[config.mk]
export PLATFORM = sky130hd
export DESIGN_NAME = pcbcs_config
export DESIGN_NICKNAME = d
export VERILOG_FILES = /design/src/logic/pcbcs_parity_flag.v /design/src/logic/pcbcs_config.v
export VERILOG_INCLUDE_DIRS = /design/src /design/src/logic
export SDC_FILE = /design/constraint.sdc
export NUM_CORES = 1
export LEC_CHECK = 0
export BUFFER_PORTS_ARGS = -buffer_cell sky130_fd_sc_hd__buf_2
export CELL_PAD_IN_SITES_DETAIL_PLACEMENT = 0
export CELL_PAD_IN_SITES_GLOBAL_PLACEMENT = 1
export CORE_MARGIN = 10
export CORE_UTILIZATION = 22
export DETAILED_ROUTE_END_ITERATION = 10
export PLACE_DENSITY = 0.89
export SYNTH_ARGS = -nofsm -noshare
export SYNTH_HDL_FRONTEND = slang
export SYNTH_SLANG_ARGS = --single-unit
[constraint.sdc]
create_clock -name clk_sys -period 1.05 [get_ports clk_sys]
set_input_delay 0.0525 -clock clk_sys [delete_from_list [all_inputs] [get_ports clk_sys]]
set_output_delay 0.0525 -clock clk_sys [all_outputs]
set_load 0.1 [all_outputs]
[src/logic/pcbcs_regs.vh]
`ifndef PCBCS_REGS_VH
`define PCBCS_REGS_VH

// Configuration dword offsets
`define PCBCS_OFF_STATUS_COMMAND 8'h04
`define PCBCS_OFF_CLASS_REVISION 8'h08

// Status/command field positions
`define PCBCS_BIT_PAR_DETECTED 31
`define PCBCS_BIT_FAST_B2B 23
`define PCBCS_BIT_66MHZ 21
`define PCBCS_BIT_PAR_RESPONSE 6
`define PCBCS_BIT_MEM_ENABLE 1
`define PCBCS_BIT_IO_ENABLE 0
`define PCBCS_DEVSEL_HI 26
`define PCBCS_DEVSEL_LO 25
`define PCBCS_DEVSEL_MEDIUM 2'h1

// Class code fields
`define PCBCS_BASE_CLASS 8'h06
`define PCBCS_SUB_CLASS 8'h80
`define PCBCS_PROG_IF 8'h00

// Reset values
`define PCBCS_RESET_CONTROL 1'h0

// Longest DEVSEL delay in clocks after the address phase
`define PCBCS_DEVSEL_MAX_CLK 3
`endif

[src/logic/pcbcs_parity_flag.v]
`timescale 1ns/1ps
`include "pcbcs_regs.vh"

// Sticky detected-parity-error flag with write-one-to-clear
module pcbcs_parity_flag (
    input wire clk_sys, // 40 MHz clock
    input wire rstn, // Asynchronous reset, active low
    input wire set_pulse, // Parity error seen on a data phase
    input wire write_one_to_clear, // Config write with bit 31 high
    output reg flag_reg // Current flag value
);
    // Set beats clear so an error in the clearing cycle is not lost
    always @(posedge clk_sys or negedge rstn) begin
        if (!rstn) begin
            flag_reg <= 1'b0;
        end else if (set_pulse) begin
            flag_reg <= 1'b1;
        end else if (write_one_to_clear) begin
            flag_reg <= 1'b0;
        end
    end
endmodule // pcbcs_parity_flag

[src/logic/pcbcs_config.v]
`timescale 1ns/1ps
`include "pcbcs_regs.vh"

// Configuration status/command and class/revision dwords of the bridge function
// Only the two dwords below are decoded; every other offset reads zero and drops writes.
// Reads and writes always finish the cycle after their strobe, so the host never waits.
// Limitation: the revision code is a parameter, so both functions must share one value.
module pcbcs_config #(
    parameter [7:0] REVISION_ID = 8'h5A, // Arbitrary value, shared with other function
    parameter [0:0] CAP_66MHZ = 1'b1 // One on later silicon revisions
) (
    input wire clk_sys, // 40 MHz PCI-side clock
    input wire rstn, // Asynchronous reset, active low
    input wire cfg_wr, // One-cycle configuration write strobe
    input wire cfg_rd, // One-cycle configuration read strobe
    input wire [7:0] cfg_addr, // Dword-aligned byte offset
    input wire [3:0] cfg_be, // Byte enables, active high
    input wire [31:0] cfg_wdata, // Write data
    output reg [31:0] cfg_rdata, // Read data, registered
    output reg cfg_ack, // Access done, one-cycle pulse
    input wire data_parity_err, // Pin-level parity error on a data phase
    input wire cycle_hits_self, // Data phase targets this function
    input wire mem_addr_match, // Memory cycle address hits our window
    input wire mem_cycle_start, // Address phase of a memory cycle
    output wire mem_space_enable, // Memory-space enable level
    output wire parity_response_enable, // Parity-error response enable
    output wire parity_err_report, // Take parity action, one-cycle pulse
    output reg devsel_claim // Claim memory cycle, registered pulse
);
    // Command bits that software can write
    reg par_resp_reg; // Command bit 6, parity-error response
    reg mem_en_reg; // Command bit 1, memory-space enable
    reg par_resp_next; // Next value of command bit 6
    reg mem_en_next; // Next value of command bit 1

    // Parity error synchroniser and edge detector
    reg perr_sync1_reg; // Synchroniser stage one
    reg perr_sync2_reg; // Synchroniser stage two
    reg perr_last_reg; // Edge detector history
    wire perr_pulse; // One pulse per error
    wire par_detected; // Sticky flag from leaf

    // Access decode
    wire sc_sel; // Status/command addressed
    wire cr_sel; // Class/revision addressed
    wire cmd_byte_wr; // Write reaching the command low byte
    wire status_clr_wr; // Write reaching the status top byte
    wire par_clear; // Write-one-to-clear of the parity flag

    // Fixed capability fields
    wire [1:0] devsel_field; // Medium decode speed
    wire fast_b2b_cap; // Fast back-to-back capable
    wire cap_66mhz; // Runs on the faster bus

    // Class code fields
    wire [7:0] base_class; // Bridge device
    wire [7:0] sub_class; // Other bridge
    wire [7:0] prog_if; // No special programming model
    wire [7:0] revision_code; // Shared silicon revision

    // Read images and registered outputs
    wire [31:0] fixed_status; // Read-only part of status/command
    wire [31:0] status_command; // Assembled dword
    wire [31:0] class_revision; // Assembled dword
    reg [31:0] rdata_next; // Read data about to be registered
    reg ack_next; // Acknowledge about to be registered
    reg devsel_next; // Claim about to be registered

    // Offset decode; only the two implemented dwords are recognised
    assign sc_sel = (cfg_addr == `PCBCS_OFF_STATUS_COMMAND);
    assign cr_sel = (cfg_addr == `PCBCS_OFF_CLASS_REVISION);

    // Byte lanes: the low byte carries the command bits, the top byte the flag
    assign cmd_byte_wr = cfg_wr & sc_sel & cfg_be[0];
    assign status_clr_wr = cfg_wr & sc_sel & cfg_be[3];
    assign par_clear = status_clr_wr & cfg_wdata[`PCBCS_BIT_PAR_DETECTED];

    // Enable levels leave straight from their registers
    assign mem_space_enable = mem_en_reg;
    assign parity_response_enable = par_resp_reg;

    // Error pin is asynchronous to us, so two stages before any edge logic
    always @(posedge clk_sys or negedge rstn) begin
        if (!rstn) begin
            perr_sync1_reg <= 1'b0;
            perr_sync2_reg <= 1'b0;
            perr_last_reg <= 1'b0;
        end else begin
            perr_sync1_reg <= data_parity_err;
            perr_sync2_reg <= perr_sync1_reg;
            perr_last_reg <= perr_sync2_reg;
        end
    end

    // Rising edge only, so a long error level counts as one error
    assign perr_pulse = perr_sync2_reg & ~perr_last_reg;

    // Detection is always recorded; action only when enabled and targeted
    assign parity_err_report = perr_pulse & par_resp_reg & cycle_hits_self;

    // Sticky flag sits in its own leaf so set-over-clear priority lives in one place
    pcbcs_parity_flag u_parity_flag (
        .clk_sys(clk_sys),
        .rstn(rstn),
        .set_pulse(perr_pulse),
        .write_one_to_clear(par_clear),
        .flag_reg(par_detected)
    );

    // Next command bits; a write without the low byte keeps the old values
    always @* begin
        par_resp_next = par_resp_reg;
        mem_en_next = mem_en_reg;
        if (cmd_byte_wr) begin
            par_resp_next = cfg_wdata[`PCBCS_BIT_PAR_RESPONSE];
            mem_en_next = cfg_wdata[`PCBCS_BIT_MEM_ENABLE];
        end
    end

    // Command bit registers; read-only bits have no storage so writes drop away
    always @(posedge clk_sys or negedge rstn) begin
        if (!rstn) begin
            par_resp_reg <= `PCBCS_RESET_CONTROL;
            mem_en_reg <= `PCBCS_RESET_CONTROL;
        end else begin
            par_resp_reg <= par_resp_next;
            mem_en_reg <= mem_en_next;
        end
    end

    // Claim only while memory space is enabled
    always @* begin
        devsel_next = mem_cycle_start & mem_addr_match & mem_en_reg;
    end

    // Claim on the clock after the address phase, well inside three clocks
    always @(posedge clk_sys or negedge rstn) begin
        if (!rstn) begin
            devsel_claim <= 1'b0;
        end else begin
            devsel_claim <= devsel_next;
        end
    end

    // Capability fields; the faster-bus bit follows the silicon revision
    assign devsel_field = `PCBCS_DEVSEL_MEDIUM;
    assign fast_b2b_cap = 1'b1;
    assign cap_66mhz = CAP_66MHZ;

    // Fixed part of status/command; live bit positions hold zero here
    assign fixed_status = {
        1'h0, // Flag position, live bit
        4'h0,
        devsel_field,
        1'h0,
        fast_b2b_cap,
        1'h0,
        cap_66mhz,
        5'h00,
        9'h000,
        1'h0, // Parity response position, live bit
        4'h0,
        1'h0, // Memory enable position, live bit
        1'h0
    };

    // One source per bit: live bits from storage, the rest from the fixed image
    genvar bit_idx;
    generate
        for (bit_idx = 0; bit_idx < 32; bit_idx = bit_idx + 1) begin : g_status_bit
            if (bit_idx == `PCBCS_BIT_PAR_DETECTED) begin : g_flag
                assign status_command[bit_idx] = par_detected;
            end else if (bit_idx == `PCBCS_BIT_PAR_RESPONSE) begin : g_resp
                assign status_command[bit_idx] = par_resp_reg;
            end else if (bit_idx == `PCBCS_BIT_MEM_ENABLE) begin : g_mem
                assign status_command[bit_idx] = mem_en_reg;
            end else begin : g_fixed
                assign status_command[bit_idx] = fixed_status[bit_idx];
            end
        end
    endgenerate

    // Class/revision is wholly read-only; the revision is shared with the other function
    assign base_class = `PCBCS_BASE_CLASS;
    assign sub_class = `PCBCS_SUB_CLASS;
    assign prog_if = `PCBCS_PROG_IF;
    assign revision_code = REVISION_ID;
    assign class_revision = {base_class, sub_class, prog_if, revision_code};

    // Read mux; read data only moves on a read, so it holds between accesses
    always @* begin
        rdata_next = cfg_rdata;
        ack_next = cfg_wr | cfg_rd;
        if (cfg_rd) begin
            if (sc_sel) begin
                rdata_next = status_command;
            end else if (cr_sel) begin
                rdata_next = class_revision;
            end else begin
                rdata_next = 32'h00000000;
            end
        end
    end

    // Every access acknowledges next cycle; unmapped offsets read zero
    always @(posedge clk_sys or negedge rstn) begin
        if (!rstn) begin
            cfg_ack <= 1'b0;
            cfg_rdata <= 32'h00000000;
        end else begin
            cfg_ack <= ack_next;
            cfg_rdata <= rdata_next;
        end
    end
endmodule // pcbcs_config

**Word level (Yosys, flattened, before mapping)**

Cells that the tools add are included.

- Equality and inequality tests: 2
- Multiplexer cells: 4
- Bitwise logic cells: 11
- Reduce and logical (&&, ||, !) cells: 1

Operator list:

| operator | count |
|---|---|
| 32-bit two-way mux | 1 |
| 27-bit two-way mux | 1 |
| 1-bit bitwise AND | 9 |
| 8-bit by 3-bit equality test with 1-bit output (second input constant) | 1 |
| 8-bit by 4-bit equality test with 1-bit output (second input constant) | 1 |
| 1-bit two-way mux | 2 |
| 2-bit nonzero test | 1 |
| 1-bit NOT | 1 |
| 1-bit OR | 1 |

- Flip-flop bits (word level): 40
- Input bits: 52
- Output and inout bits: 37
- Word-level logic and storage cells: 27

**Depth between registers and ports, before layout**

Gate-level depths: netlist of run 1.

- Word-level depth: 6
- Gate-level depth with buffers: 3
- Depth with buffers taken out: 3

**Modules after synthesis**

A second synthesis of run 1 with hierarchy kept.

- Cell total of the unflattened synthesis: 73
- Area total of the unflattened synthesis: 784.5 µm²

By module, submodules not included:

| module | times used | cells each | area each (µm²) | sequential area each (µm²) |
|---|---|---|---|---|
| pcbcs_config | 1 | 70 | 748.2 | 325.3 |
| pcbcs_parity_flag | 1 | 3 | 36.3 | 25.0 |

**Worst setup path after synthesis of run 1**

OpenSTA, ideal clock, no wires.

- Path kind: reg-to-output
- From: register par_resp_reg (netlist: parity_response_enable)
- To: output parity_err_report
- Arrival: 3.085 ns
- Data required time: 0.998 ns
- Path slack: -2.087 ns
- Stages on the path, launching flop included: 3
- Path buffers: 0
- Cells stage by stage: dfrtp_1 nand2_1 nor3_1

- Word-level cells in the longest chain between the ends: 2

RTL lines:

| element | line | source |
|---|---|---|
| start: declaration | pcbcs_config.v:31 | `reg par_resp_reg;` |
| start signal: assignment | pcbcs_config.v:123 | `` par_resp_reg <= `PCBCS_RESET_CONTROL; `` |
| start signal: assignment | pcbcs_config.v:126 | `par_resp_reg <= par_resp_next;` |
| 1-bit bitwise AND (2 in series) | pcbcs_config.v:99 | `assign parity_err_report = perr_pulse & par_resp_reg & cycle_hits_self;` |
| end: declaration | pcbcs_config.v:27 | `output wire parity_err_report,` |

Every way passes these cells.

**Worst setup path in the final report of run 1**

- From: register perr_last_reg
- To: output parity_err_report

- Word-level cells in the longest chain between the ends: 4

RTL lines:

| element | line | source |
|---|---|---|
| start: declaration | pcbcs_config.v:39 | `reg perr_last_reg;` |
| start signal: assignment | pcbcs_config.v:91 | `perr_last_reg <= perr_sync2_reg;` |
| 1-bit NOT | pcbcs_config.v:96 | `assign perr_pulse = perr_sync2_reg & ~perr_last_reg;` |
| 1-bit bitwise AND | pcbcs_config.v:96 |  |
| 1-bit bitwise AND (2 in series) | pcbcs_config.v:99 |  |

Every way passes these cells.

==> results.txt, run 1 <==
The worst hold path begins at mem_addr_match. The routability congestion estimate is 0.7526. Counting along the longest clock path gives a buffer depth of 2. Once routing completed, OpenROAD measured the worst setup slack at -123.5 ps. The final reports fail on negative setup slack.

After detailed routing, the average wire length per cell comes to between 10 and 15 microns. STA classifies the critical path endpoint as a primary output. Setup repair after global routing could not meet its margin everywhere. The post-synthesis sequential element count is 14. The number of remaining DRC errors came out at 0. The register with the most flip-flops in the layout has 6 of them.

Including well taps, the total number of placed cells is between 150 and 200. The post-placement setup slack came out at -370.3 ps. The share of the synthesized area in compound gates (AO/OA/AOI/OAI) came out at 0.08948. STA classifies the critical path startpoint as a register. The endpoint required time on the critical path came out at 1000 ps. Of the total synthesized cell area, the portion taken by full adders, half adders and majority gates is 0.

Once detail routing completed, the nets flagged for antenna violations numbered 0. STA puts the critical path data arrival time at between 1000 and 1500 ps. For this design the static power due to leakage is between 0.6 and 0.7 nW. The synthesized instance count is 74. The tree is rooted in a clkbuf_4. The setup check on the worst reg-to-reg path leaves a slack of -110 ps. The worst setup skew after layout is 0.3919 ps.

The floorplan step set the die width to around 80 microns. The highest fanout seen on the critical path is 2. The filler cell count in the final layout came out at roughly 350. Yosys attributes the largest share of cell area to dfrtp_1 (44%), buf_4 (24%), a31o_2 (5.5%).

Entering global routing, the biggest net connects 15 pins. For this configuration, the core starts out at a cell density of 0.2333. Static timing analysis puts the maximum clock frequency at roughly 850 MHz. For the worst-skew pair, the clock arrives at the later sink with an insertion delay of about 280 ps. The number of input and output port buffers inserted came out at 34. The tree built by TritonCTS fans out to 14 sinks. The post-synthesis share of cell area spent on xor and xnor gates is 0. The final wirelength came out at between 2000 and 2500 microns. The final layout net count is 175.

The number of flops mapped to enable cells by yosys came out at 0. After clock tree synthesis, the clock-pin slew on the worst setup and hold paths is approximately 90 ps. The number of maximum-capacitance violations came out at 0. The area growth from synthesis to final layout is 70.02%.

The repair_antennas step left the layout with diodes totalling 0. The number of cells on the worst reg-to-reg path is 3. The number of setup violations in the final report is 9. In this run the number of H-tree levels came out at 1. The die outline height came out at roughly 80 microns.

After synthesis, the largest family of logic cells by area is buffers and inverters. The number of buffers created by CTS is 3. The area of the core region came out at approximately 0.0034 sq mm.

The detailed-placement wirelength estimate is 1847 microns. The final global-route overflow total came out at 0. The total number of vias came out at ~600.

In this run, distinct cell masters in the synthesized netlist total 22. VDD sags by at most approximately 470 uV. The instance area at placement is 0.001239 sq mm. TritonCTS built the clock tree. The areal power density over the cells is between 1000 and 1500 mW/mm^2. The first global-routing pass estimated 3408 microns of wire. The startpoint of the worst-slack reg-to-reg timing path is parity_response_enable.

The all-layer global routing usage is 0.06689. The total standard cell area after synthesis came out at ~800 sq um. The worst slack on hold paths is a little over 8 ps. The total number of placement rows came out at 21. The number of pins exceeding their max-slew limit in the final report came out at 0. In this run the worst setup path begins at perr_last_reg.

The most used flip-flop cell after synthesis is dfrtp_1. The yosys synthesis warning count came out at 0. The largest register by flop count is cfg_rdata. For hold timing, the worst endpoint is devsel_claim. Along the worst hold path, the cell count comes to 2. The sequential-to-total area share from yosys stat is 0.4396. The vias per cell is between 3 and 4. The classification of the worst-slack hold path is in -> reg. The final non-filler cell total came out at between 150 and 200. The total count of hold-check failures in the final report came out at 0. The top cell type's share of synthesized area came out at 0.4396. The share of the clock period used by the worst path after layout is 1.118.

The simple logic cell fraction of the synthesized area came out at 0.1695. The share of post-route cells with drive strength above 1 came out at 0.5902. The total non-filler cell area in the finished layout came out at 0.001355 sq mm.

The flow ran to the end, but the final reports show violations. The setup path with the least slack is of type reg -> out. The number of global-route vias before repair is approximately 700. The iteration-0 DRC count of the detailed router came out at 22.

In this run the critical register-to-register path is captured at cfg_rdata[6]. The initial antenna violation count is 0. The count of pins on the block boundary came out at around 90. The mean instance size in the synthesized netlist is about 11 sq um. The async set-reset flop share out of synthesis is 1.000. Of all cell types, the one taking the most synthesized area is dfrtp_1. The number of iterations in the first detailed-routing pass is 4. The portion of synthesized area spent on multiplexers is 0.04239. The die covers between 0.006 and 0.007 sq mm. The clock period minus final worst setup slack came out at between 1000 and 1500 ps. The final-layout setup total negative slack is -476.8 ps.
[critical path: stages, from the launching register on]
cell     delay [ps]
dfrtp_1         420
nor3_4          220
buf_12          200
[cell usage after synthesis (2+ instances only)]
cell     count
mux2_1       2
a31o_2       5
nand2_1      2
a21o_1       2
or2_2        2
dfrtp_1     14
buf_4       26
nor2b_1      7
[stage by stage]
stage	power, mW	utilization
2_1_floorplan	1.071	-
3_3_place_gp	1.108	0.3626
3_5_place_dp	1.112	0.3626
4_1_cts	1.545	0.3967
5_1_grt	1.598	0.3967
6_report	1.525	0.3967
[timing repair]
action | 4_1_cts | 5_1_grt
gates cloned | 0 | 0
hold buffers | 5 | 0
endpoints found under the hold margin | 18 | 0
setup endpoints to repair | 14 | 13
pin swaps | 5 | 0
setup buffers | 2 | 0
resized for setup | 6 | 0
[cell type report]
class                           instances  area [sq um]  area share
Sequential cell                        14         372.9      0.2752
Multi-Input combinational cell         54         359.1      0.2650
Tap cell                               46         57.56     0.04247
Timing Repair Buffer                   49         525.5      0.3878
Inverter                                1         3.754    0.002770
Clock buffer                            4         36.28     0.02678
[per-layer routing]
| metal | GRT usage | wire (microns) | vias to the layer above |
|---|---|---|---|
| met3 | 0.04454 | 287 | 0 |
| met2 | 0.1172 | 1110 | 31 |
| met5 | 0 | 0 | - |
| met4 | 0.01056 | 0 | 0 |
| met1 | 0.06526 | 754 | 277 |
| li1 | - | - | 295 |
[report_power, final]
part / internal (mW) / switching, mW
clock network: 0.211 / 0.185
registers: 0.551 / 0.00903
logic: 0.103 / 0.465
total: 0.865 / 0.659
[how the worst max path moves through the flow]
stage | end | slack (ps) | cells after the start
after global placement | parity_response_enable | -330 | 4
after global routing | parity_err_report | -170 | 3
after floorplan | parity_err_report | -490 | 2
after CTS | parity_err_report | -140 | 2
final | parity_err_report | -120 | 2
after detailed placement | parity_response_enable | -370 | 4
[logic make-up (layout without fill, tap and decap cells)]
logic type / count (synthesis) / after routing
multiplexers: 3 / 3
other: 1 / 23
AND/OR/NAND/NOR: 19 / 19
AO/OA/AOI/OAI: 9 / 9
buffers and inverters: 28 / 54
flip-flops: 14 / 14
[layout by cell type, fill, tap and decap left out, types with 2 or more instances in the layout]
cell type and count:
conb_1 23, buf_2 18, buf_12 14, buf_4 8, nor2b_1 7, dfrtp_1 6, a31o_2 5, dfrtp_4 5
dlygate4sd3_1 5, buf_6 4, nor3_4 3, dfrtp_2 3, clkbuf_4 3, or2_2 2, mux2_4 2, a21o_1 2
Note: power is estimated with default switching activity, not from simulation.
==> run 2, diff against run 1 <==
Settings changed: CELL_PAD_IN_SITES_DETAIL_PLACEMENT 0 to not set, CELL_PAD_IN_SITES_GLOBAL_PLACEMENT 1 to not set, CORE_UTILIZATION 22 to 33, PLACE_DENSITY 0.89 to 0.88.
==> results.txt, run 2 (synthesis results as in run 1) <==
The total number of vias came out at roughly 610. The slowest stage of the critical path is the dfrtp_1 cell. The final reports fail on negative setup slack. The total power after layout is roughly 1.5 mW. Setup repair after global routing could not meet its margin everywhere. The TritonCTS clock tree is yes.

After detailed routing, the average wire length per cell comes to 14.74 microns. The worst hold path endpoint is devsel_claim. The share of the clock period used by the worst path after layout is 1.124. The all-layer global routing usage came out at 0.09065. The areal power density over the cells is roughly 1100 mW/mm^2. Wire segments on met2 add up to roughly 1100 microns in the final route. The highest fanout seen on the critical path came out at 2.

For this design the total switching power over the nets is around 0.65 mW. The floorplan die width is a little under 70 microns. The filler cell count in the final layout came out at 190. The internal portion of the total power is between 0.8 and 0.9 mW. The kind of cell with the highest combined delay along the critical path is flip-flops. The later-pin clock latency in the skew report is 280 ps.

The part of the total power dissipated in sequential elements came out at 0.371. From synthesis to final layout, the design area changed by 66.56%. The worst hold path belongs to the class in -> reg. Of the total power, the clock network draws 0.254. The depth of the CTS H-tree came out at 1. The startpoint of the worst-slack reg-to-reg timing path is parity_response_enable. Across the run, the number of max-cap violations was 0. Of the total power, combinational logic draws 0.375. The first-pass GRT wire length came out at approximately 3700 microns.

The worst-case IR drop observed on VDD is 846.9 uV. The area of the core region came out at about 0.0023 sq mm. The total count of hold-check failures in the final report is 0. For this design the top-level I/O count stands at 89. For the worst flop-to-flop path, the logic depth is 3. The number of buffers created by CTS came out at 3. No sink is reached through more buffers than the 2 on the longest clock path. The congestion estimate from routability-driven global placement came to between 0.7 and 0.8. Leaving out fill and tap cells, the most frequent cell in the layout is conb_1. The number of iterations in the first detailed-routing pass came out at 4. The smallest setup slack after layout is -130.6 ps.

For this run, the slowest stage of the critical path takes 420 ps. The worst path arrival time is between 1000 and 1500 ps. The worst setup skew after layout came out at a little over 5 ps.

The number of pins exceeding their max-slew limit in the final report is 0. Setup violations remaining at the end of the flow were counted as 7. Timing would allow up to 847.0 MHz. The number of sinks driven by the clock tree is 14. The iteration-0 DRC count of the detailed router is 10. The critical path goes through nor3_4 -> buf_12. The wire length on met1 came out at ~890 microns. The sum of buffers and inverters on the critical path came out at 1. The type of the worst setup path is reg -> out. After detailed routing, the number of remaining DRC violations is 0. Adding up every negative setup slack in the final design gives -413.4 ps. The routed length on met3 is a little over 200 microns.

The vias per cell came out at 4.101. Counting flops per register, the top entry is cfg_rdata. After the last flow step, the layout net total stands at about 170.

The final wirelength came out at 2197 microns. The antenna diode count is 0. The highest layer touched by signal routing is met4. The root buffer cell is clkbuf_4. Across all register-to-register paths, the minimum setup slack is -50 ps. The initial antenna violation count was 0. The endpoint required time on the critical path is 1000 ps. The share of post-route cells with drive strength above 1 is 0.6116. Entering global routing, the biggest net connects 15 pins. The run finished, with violations left. The library cells used most frequently in the layout, excluding fill and tap cells, are conb_1 (23), buf_2 (18), buf_12 (14). The die outline height is approximately 69 microns. The number of nets still failing antenna checks after routing is 0.

The post-CTS clock slew at the launch and capture registers of the worst setup and hold paths is 90 ps. The starting utilization of the core area is 0.3535. The worst register-to-register path ends at cfg_rdata[6]. The floorplan has 17 rows. The die covers around 0.0048 sq mm.

The hold-critical path depth came out at 2. The number of global-route vias before repair is about 750. The switching fraction of total power is 0.4294. Summed over all cells, the static leakage comes to around 0.66 nW. The final global-route overflow total came out at 0. After layout, the minimum clock period comes to approximately 1200 ps. The source of the worst hold timing path is mem_addr_match. The number of flip-flops under the largest register name came out at 6. After legalization and detailed placement, the total HPWL measured ~1800 microns.

STA classifies the critical path endpoint as a primary output. During placement, the flow inserted port buffers numbering 34. The startpoint kind of the worst setup timing path is a register.
-- run 2: changes by cell type in the layout (fill, tap and decap cells not counted) --
cell           delta
dlygate4sd3_1     -2
buf_6             +2
inv_1             -1
inv_2             +1
buf_4             -1
-- run 2: worst max-delay path by stage --
stage	from	endpoint	cells past startpoint
after global routing	perr_last_reg	parity_err_report	2
after global placement	cfg_addr[3]	parity_response_enable	4
final	perr_last_reg	parity_err_report	2
after detailed placement	cfg_addr[3]	parity_response_enable	4
after floorplan	parity_response_enable	parity_err_report	2
after CTS	perr_last_reg	parity_err_report	2
-- run 2: power by group through the flow --
stage               sequential (mW)  clock [mW]  combinational, mW
global route                  0.563       0.420              0.588
global placement              0.572           0              0.533
detailed placement            0.573           0              0.538
CTS                           0.561       0.392              0.560
floorplan                     0.609           0              0.462
finish                        0.561       0.385              0.566
-- run 2: area by class of cell --
cell class	count	area, sq um	area share
Clock buffer	4	36.28	0.02733
Inverter	1	3.754	0.002828
Multi-Input combinational cell	54	359.1	0.2705
Sequential cell	14	372.9	0.2809
Tap cell	28	35.03	0.02639
Timing Repair Buffer	48	520.5	0.3921
-- run 2: routing by layer --
layer	GRT usage	vias to the layer above
met5	0	-
met4	0.01996	0
li1	-	292
met2	0.1552	36
met3	0.04422	2
met1	0.09762	281
-- run 2: worst reg2reg max path, stage by stage (launching register included) --
cell     delay (ps)
dfrtp_4         510
buf_6           140
a21o_1          150
a31o_2          200
-- run 2: repair_timing --
item / in CTS / in global routing
setup endpoints to repair: 13 / 13
setup buffers: 2 / 1
gates resized for setup: 7 / 2
endpoints found under the hold margin: 16 / 0
hold buffers: 3 / 0
pin swaps: 7 / 1
-- run 2: through the flow --
stage	util	hold WS, ps	std cells	instance area (sq um)	setup WS [ps]
6_report	0.5888	14.57	149	1328	-130.6
5_1_grt	0.5888	8.764	149	1328	-166.6
4_1_cts	0.5838	12.49	148	1316	-139.9
3_5_place_dp	0.5394	-38.03	141	1216	-385.9
3_3_place_gp	0.5394	-48.51	141	1216	-334.9
2_1_floorplan	-	-243.1	96	924.6	-488.1
==> run 3, diff against run 2 <==
Settings changed: RECOVER_POWER set to 50.
==> results.txt, run 3 (synthesis results as in run 1) <==
The flow ran to the end, but the final reports show violations. The final reports fail on negative setup slack. The antenna diode count came out at 0. In this run the worst hold path is classified as in -> reg. The worst path arrival time came out at 1130 ps. The number of flip-flops under the largest register name came out at 6.

The iteration-0 DRC count of the detailed router came out at 8. The slew at the pin with the worst max-slew slack is 746.9 ps. The starting utilization of the core area is 0.3535. The kind of capture point of the worst setup path is a primary output. In the final routed layout, each cell accounts on average for between 10 and 15 microns. The first-pass GRT wire length is between 3000 and 4000 microns. The clock period minus final worst setup slack came out at 1181 ps. In the finished design, the share of the clock period the worst path needs comes to 1.124. The floorplan step defined a die boundary enclosing between 0.004 and 0.005 sq mm. The worst slack on hold paths is 14.64 ps. The number of sinks driven by the clock tree came out at 14.

The filler cell count in the final layout is 191. The initial antenna violation count came to 0. The highest fanout seen on the critical path came out at 2. The area of the core region came out at between 0.002 and 0.0025 sq mm. After detailed placement, the design holds a cell count of around 140. The instance area at placement came out at between 0.001 and 0.0015 sq mm. Setup violations remaining at the end of the flow were counted as 7. The reported leakage power is ~0.66 nW. For the worst-skew pair, the clock arrives at the later sink with an insertion delay of approximately 280 ps.

Setup repair after global routing could not meet its margin everywhere. The wire length on met1 came out at a little under 900 microns. Routability-driven placement finished with a final weighted congestion of roughly 0.78. The sum of buffers and inverters on the critical path came out at 1. The hold-critical path depth came out at 2. The final-layout setup total negative slack is -413.9 ps. The final global-route overflow total is 0. Walking the worst path, the cells encountered are nor3_4 -> buf_12. The total number of vias came out at 609.

Summed over all nets, wire length on met2 after detailed routing comes to about 1100 microns. The number of global-route vias before repair came to approximately 750. The final layout net count came out at roughly 170. After layout, the worst setup slack is -130.5 ps. The library cell used most frequently in the layout, excluding fill and tap cells, is conb_1. The routed length on met3 came out at between 200 and 250 microns. The post-CTS clock slew at the launch and capture registers of the worst setup and hold paths is roughly 90 ps. The number of buffers created by CTS came out at 3. The type of the worst setup path is reg -> out.

The worst pin sits at a relative slew slack of 0.5021. The number of maximum-capacitance violations is 0. The critical path's slowest cell is dfrtp_1. Once layout is complete, the cells apart from fillers number around 150.

After routing the design area is ~0.0013 sq mm. The floorplan step set the die width to 69.15 microns. At the placement stage, the worst setup path has a slack of -385.9 ps. Across every metal layer, demand over resource in global routing totals 0.09065. In the layout the commonest cells are conb_1 (23), buf_2 (17), buf_12 (14). The fmax is 847.1 MHz. TritonCTS built the clock tree. In this run the number of H-tree levels came out at 1. Of the cells placed in the final design, the portion with a size suffix greater than 1 is 0.6033. The final wirelength came out at about 2200 microns. At the worst endpoint, the required time is 1000 ps. Summing internal, switching and leakage power gives between 1.5 and 2 mW. The worst setup skew after layout is slightly above 5 ps. The detailed-placement wirelength estimate came out at approximately 1800 microns. The count of pins on the block boundary is 89.

The number of input and output port buffers inserted is 34. The largest voltage drop on the vdd net came out at ~850 uV. cfg_rdata holds more flip-flops than any other register. The total count of hold-check failures in the final report came out at 0. Counting along the longest clock path gives a buffer depth of 2. The utilization of the core after routing is 0.5882. The critical path runs through a total of 2 cells. The total number of placement rows came out at 17. Entering global routing, the biggest net connects 15 pins. The die outline height is between 60 and 70 microns. The highest routed metal layer is met4. The largest incremental delay on the critical path is about 420 ps.

The number of iterations in the first detailed-routing pass came out at 4. The depth of the worst register-to-register path is 3. In this run the power density over the cells is 1140 mW/mm^2. The number of pins exceeding their max-slew limit in the final report is 0. STA classifies the critical path startpoint as a register.

The number of nets still failing antenna checks after routing is 0. In this run the clock root is driven by a clkbuf_4. After detailed routing, the number of remaining DRC violations is 0. Using the TritonRoute via totals, the vias-per-cell ratio works out to ~4.

The area growth from synthesis to final layout is 66.40%. The kind of cell with the highest combined delay on the critical path is flip-flops.
[run 3: what timing repair did]
action	4_1_cts	5_1_grt
endpoints found under the setup margin	13	13
hold buffers	3	0
endpoints found under the hold margin	16	0
pin swaps	7	1
gates resized for setup	7	2
buffers inserted	2	1
[run 3: worst reg2reg max path: stages (launching register included)]
cell and delay (ps):
dfrtp_4 510, buf_6 140, a21o_1 150, a31o_2 200
[run 3: worst paths after layout]
path	startpoint	endpoint	slack, ps
min in group asynchronous	rstn	devsel_claim	340
min reg2reg	perr_sync1_reg	perr_sync2_reg	360
max	perr_last_reg	parity_err_report	-130
max reg2reg	parity_response_enable	cfg_rdata[6]	-50
min	mem_addr_match	devsel_claim	10
max in group asynchronous	rstn	cfg_rdata[25]	150
[run 3: area by class of cell]
cell class | instances | area, sq um | share of cell area
tap | 28 | 35.03 | 0.02642
sequential | 14 | 372.9 | 0.2811
inverter | 1 | 3.754 | 0.002830
multi-input combinational | 54 | 359.1 | 0.2708
clock buffer | 4 | 36.28 | 0.02736
timing repair buffer | 48 | 519.2 | 0.3915
[run 3: report_power, final]
group	total, mW	switching (mW)	internal (mW)
Sequential	0.561	0.00984	0.551
Combinational	0.566	0.466	0.100
Clock	0.385	0.174	0.211
Total	1.51	0.650	0.862
[run 3: routing by layer]
layer / vias to the layer above / GRT usage
li1: 291 / -
met2: 36 / 0.1552
met5: - / 0
met4: 0 / 0.01996
met1: 280 / 0.09762
met3: 2 / 0.04422
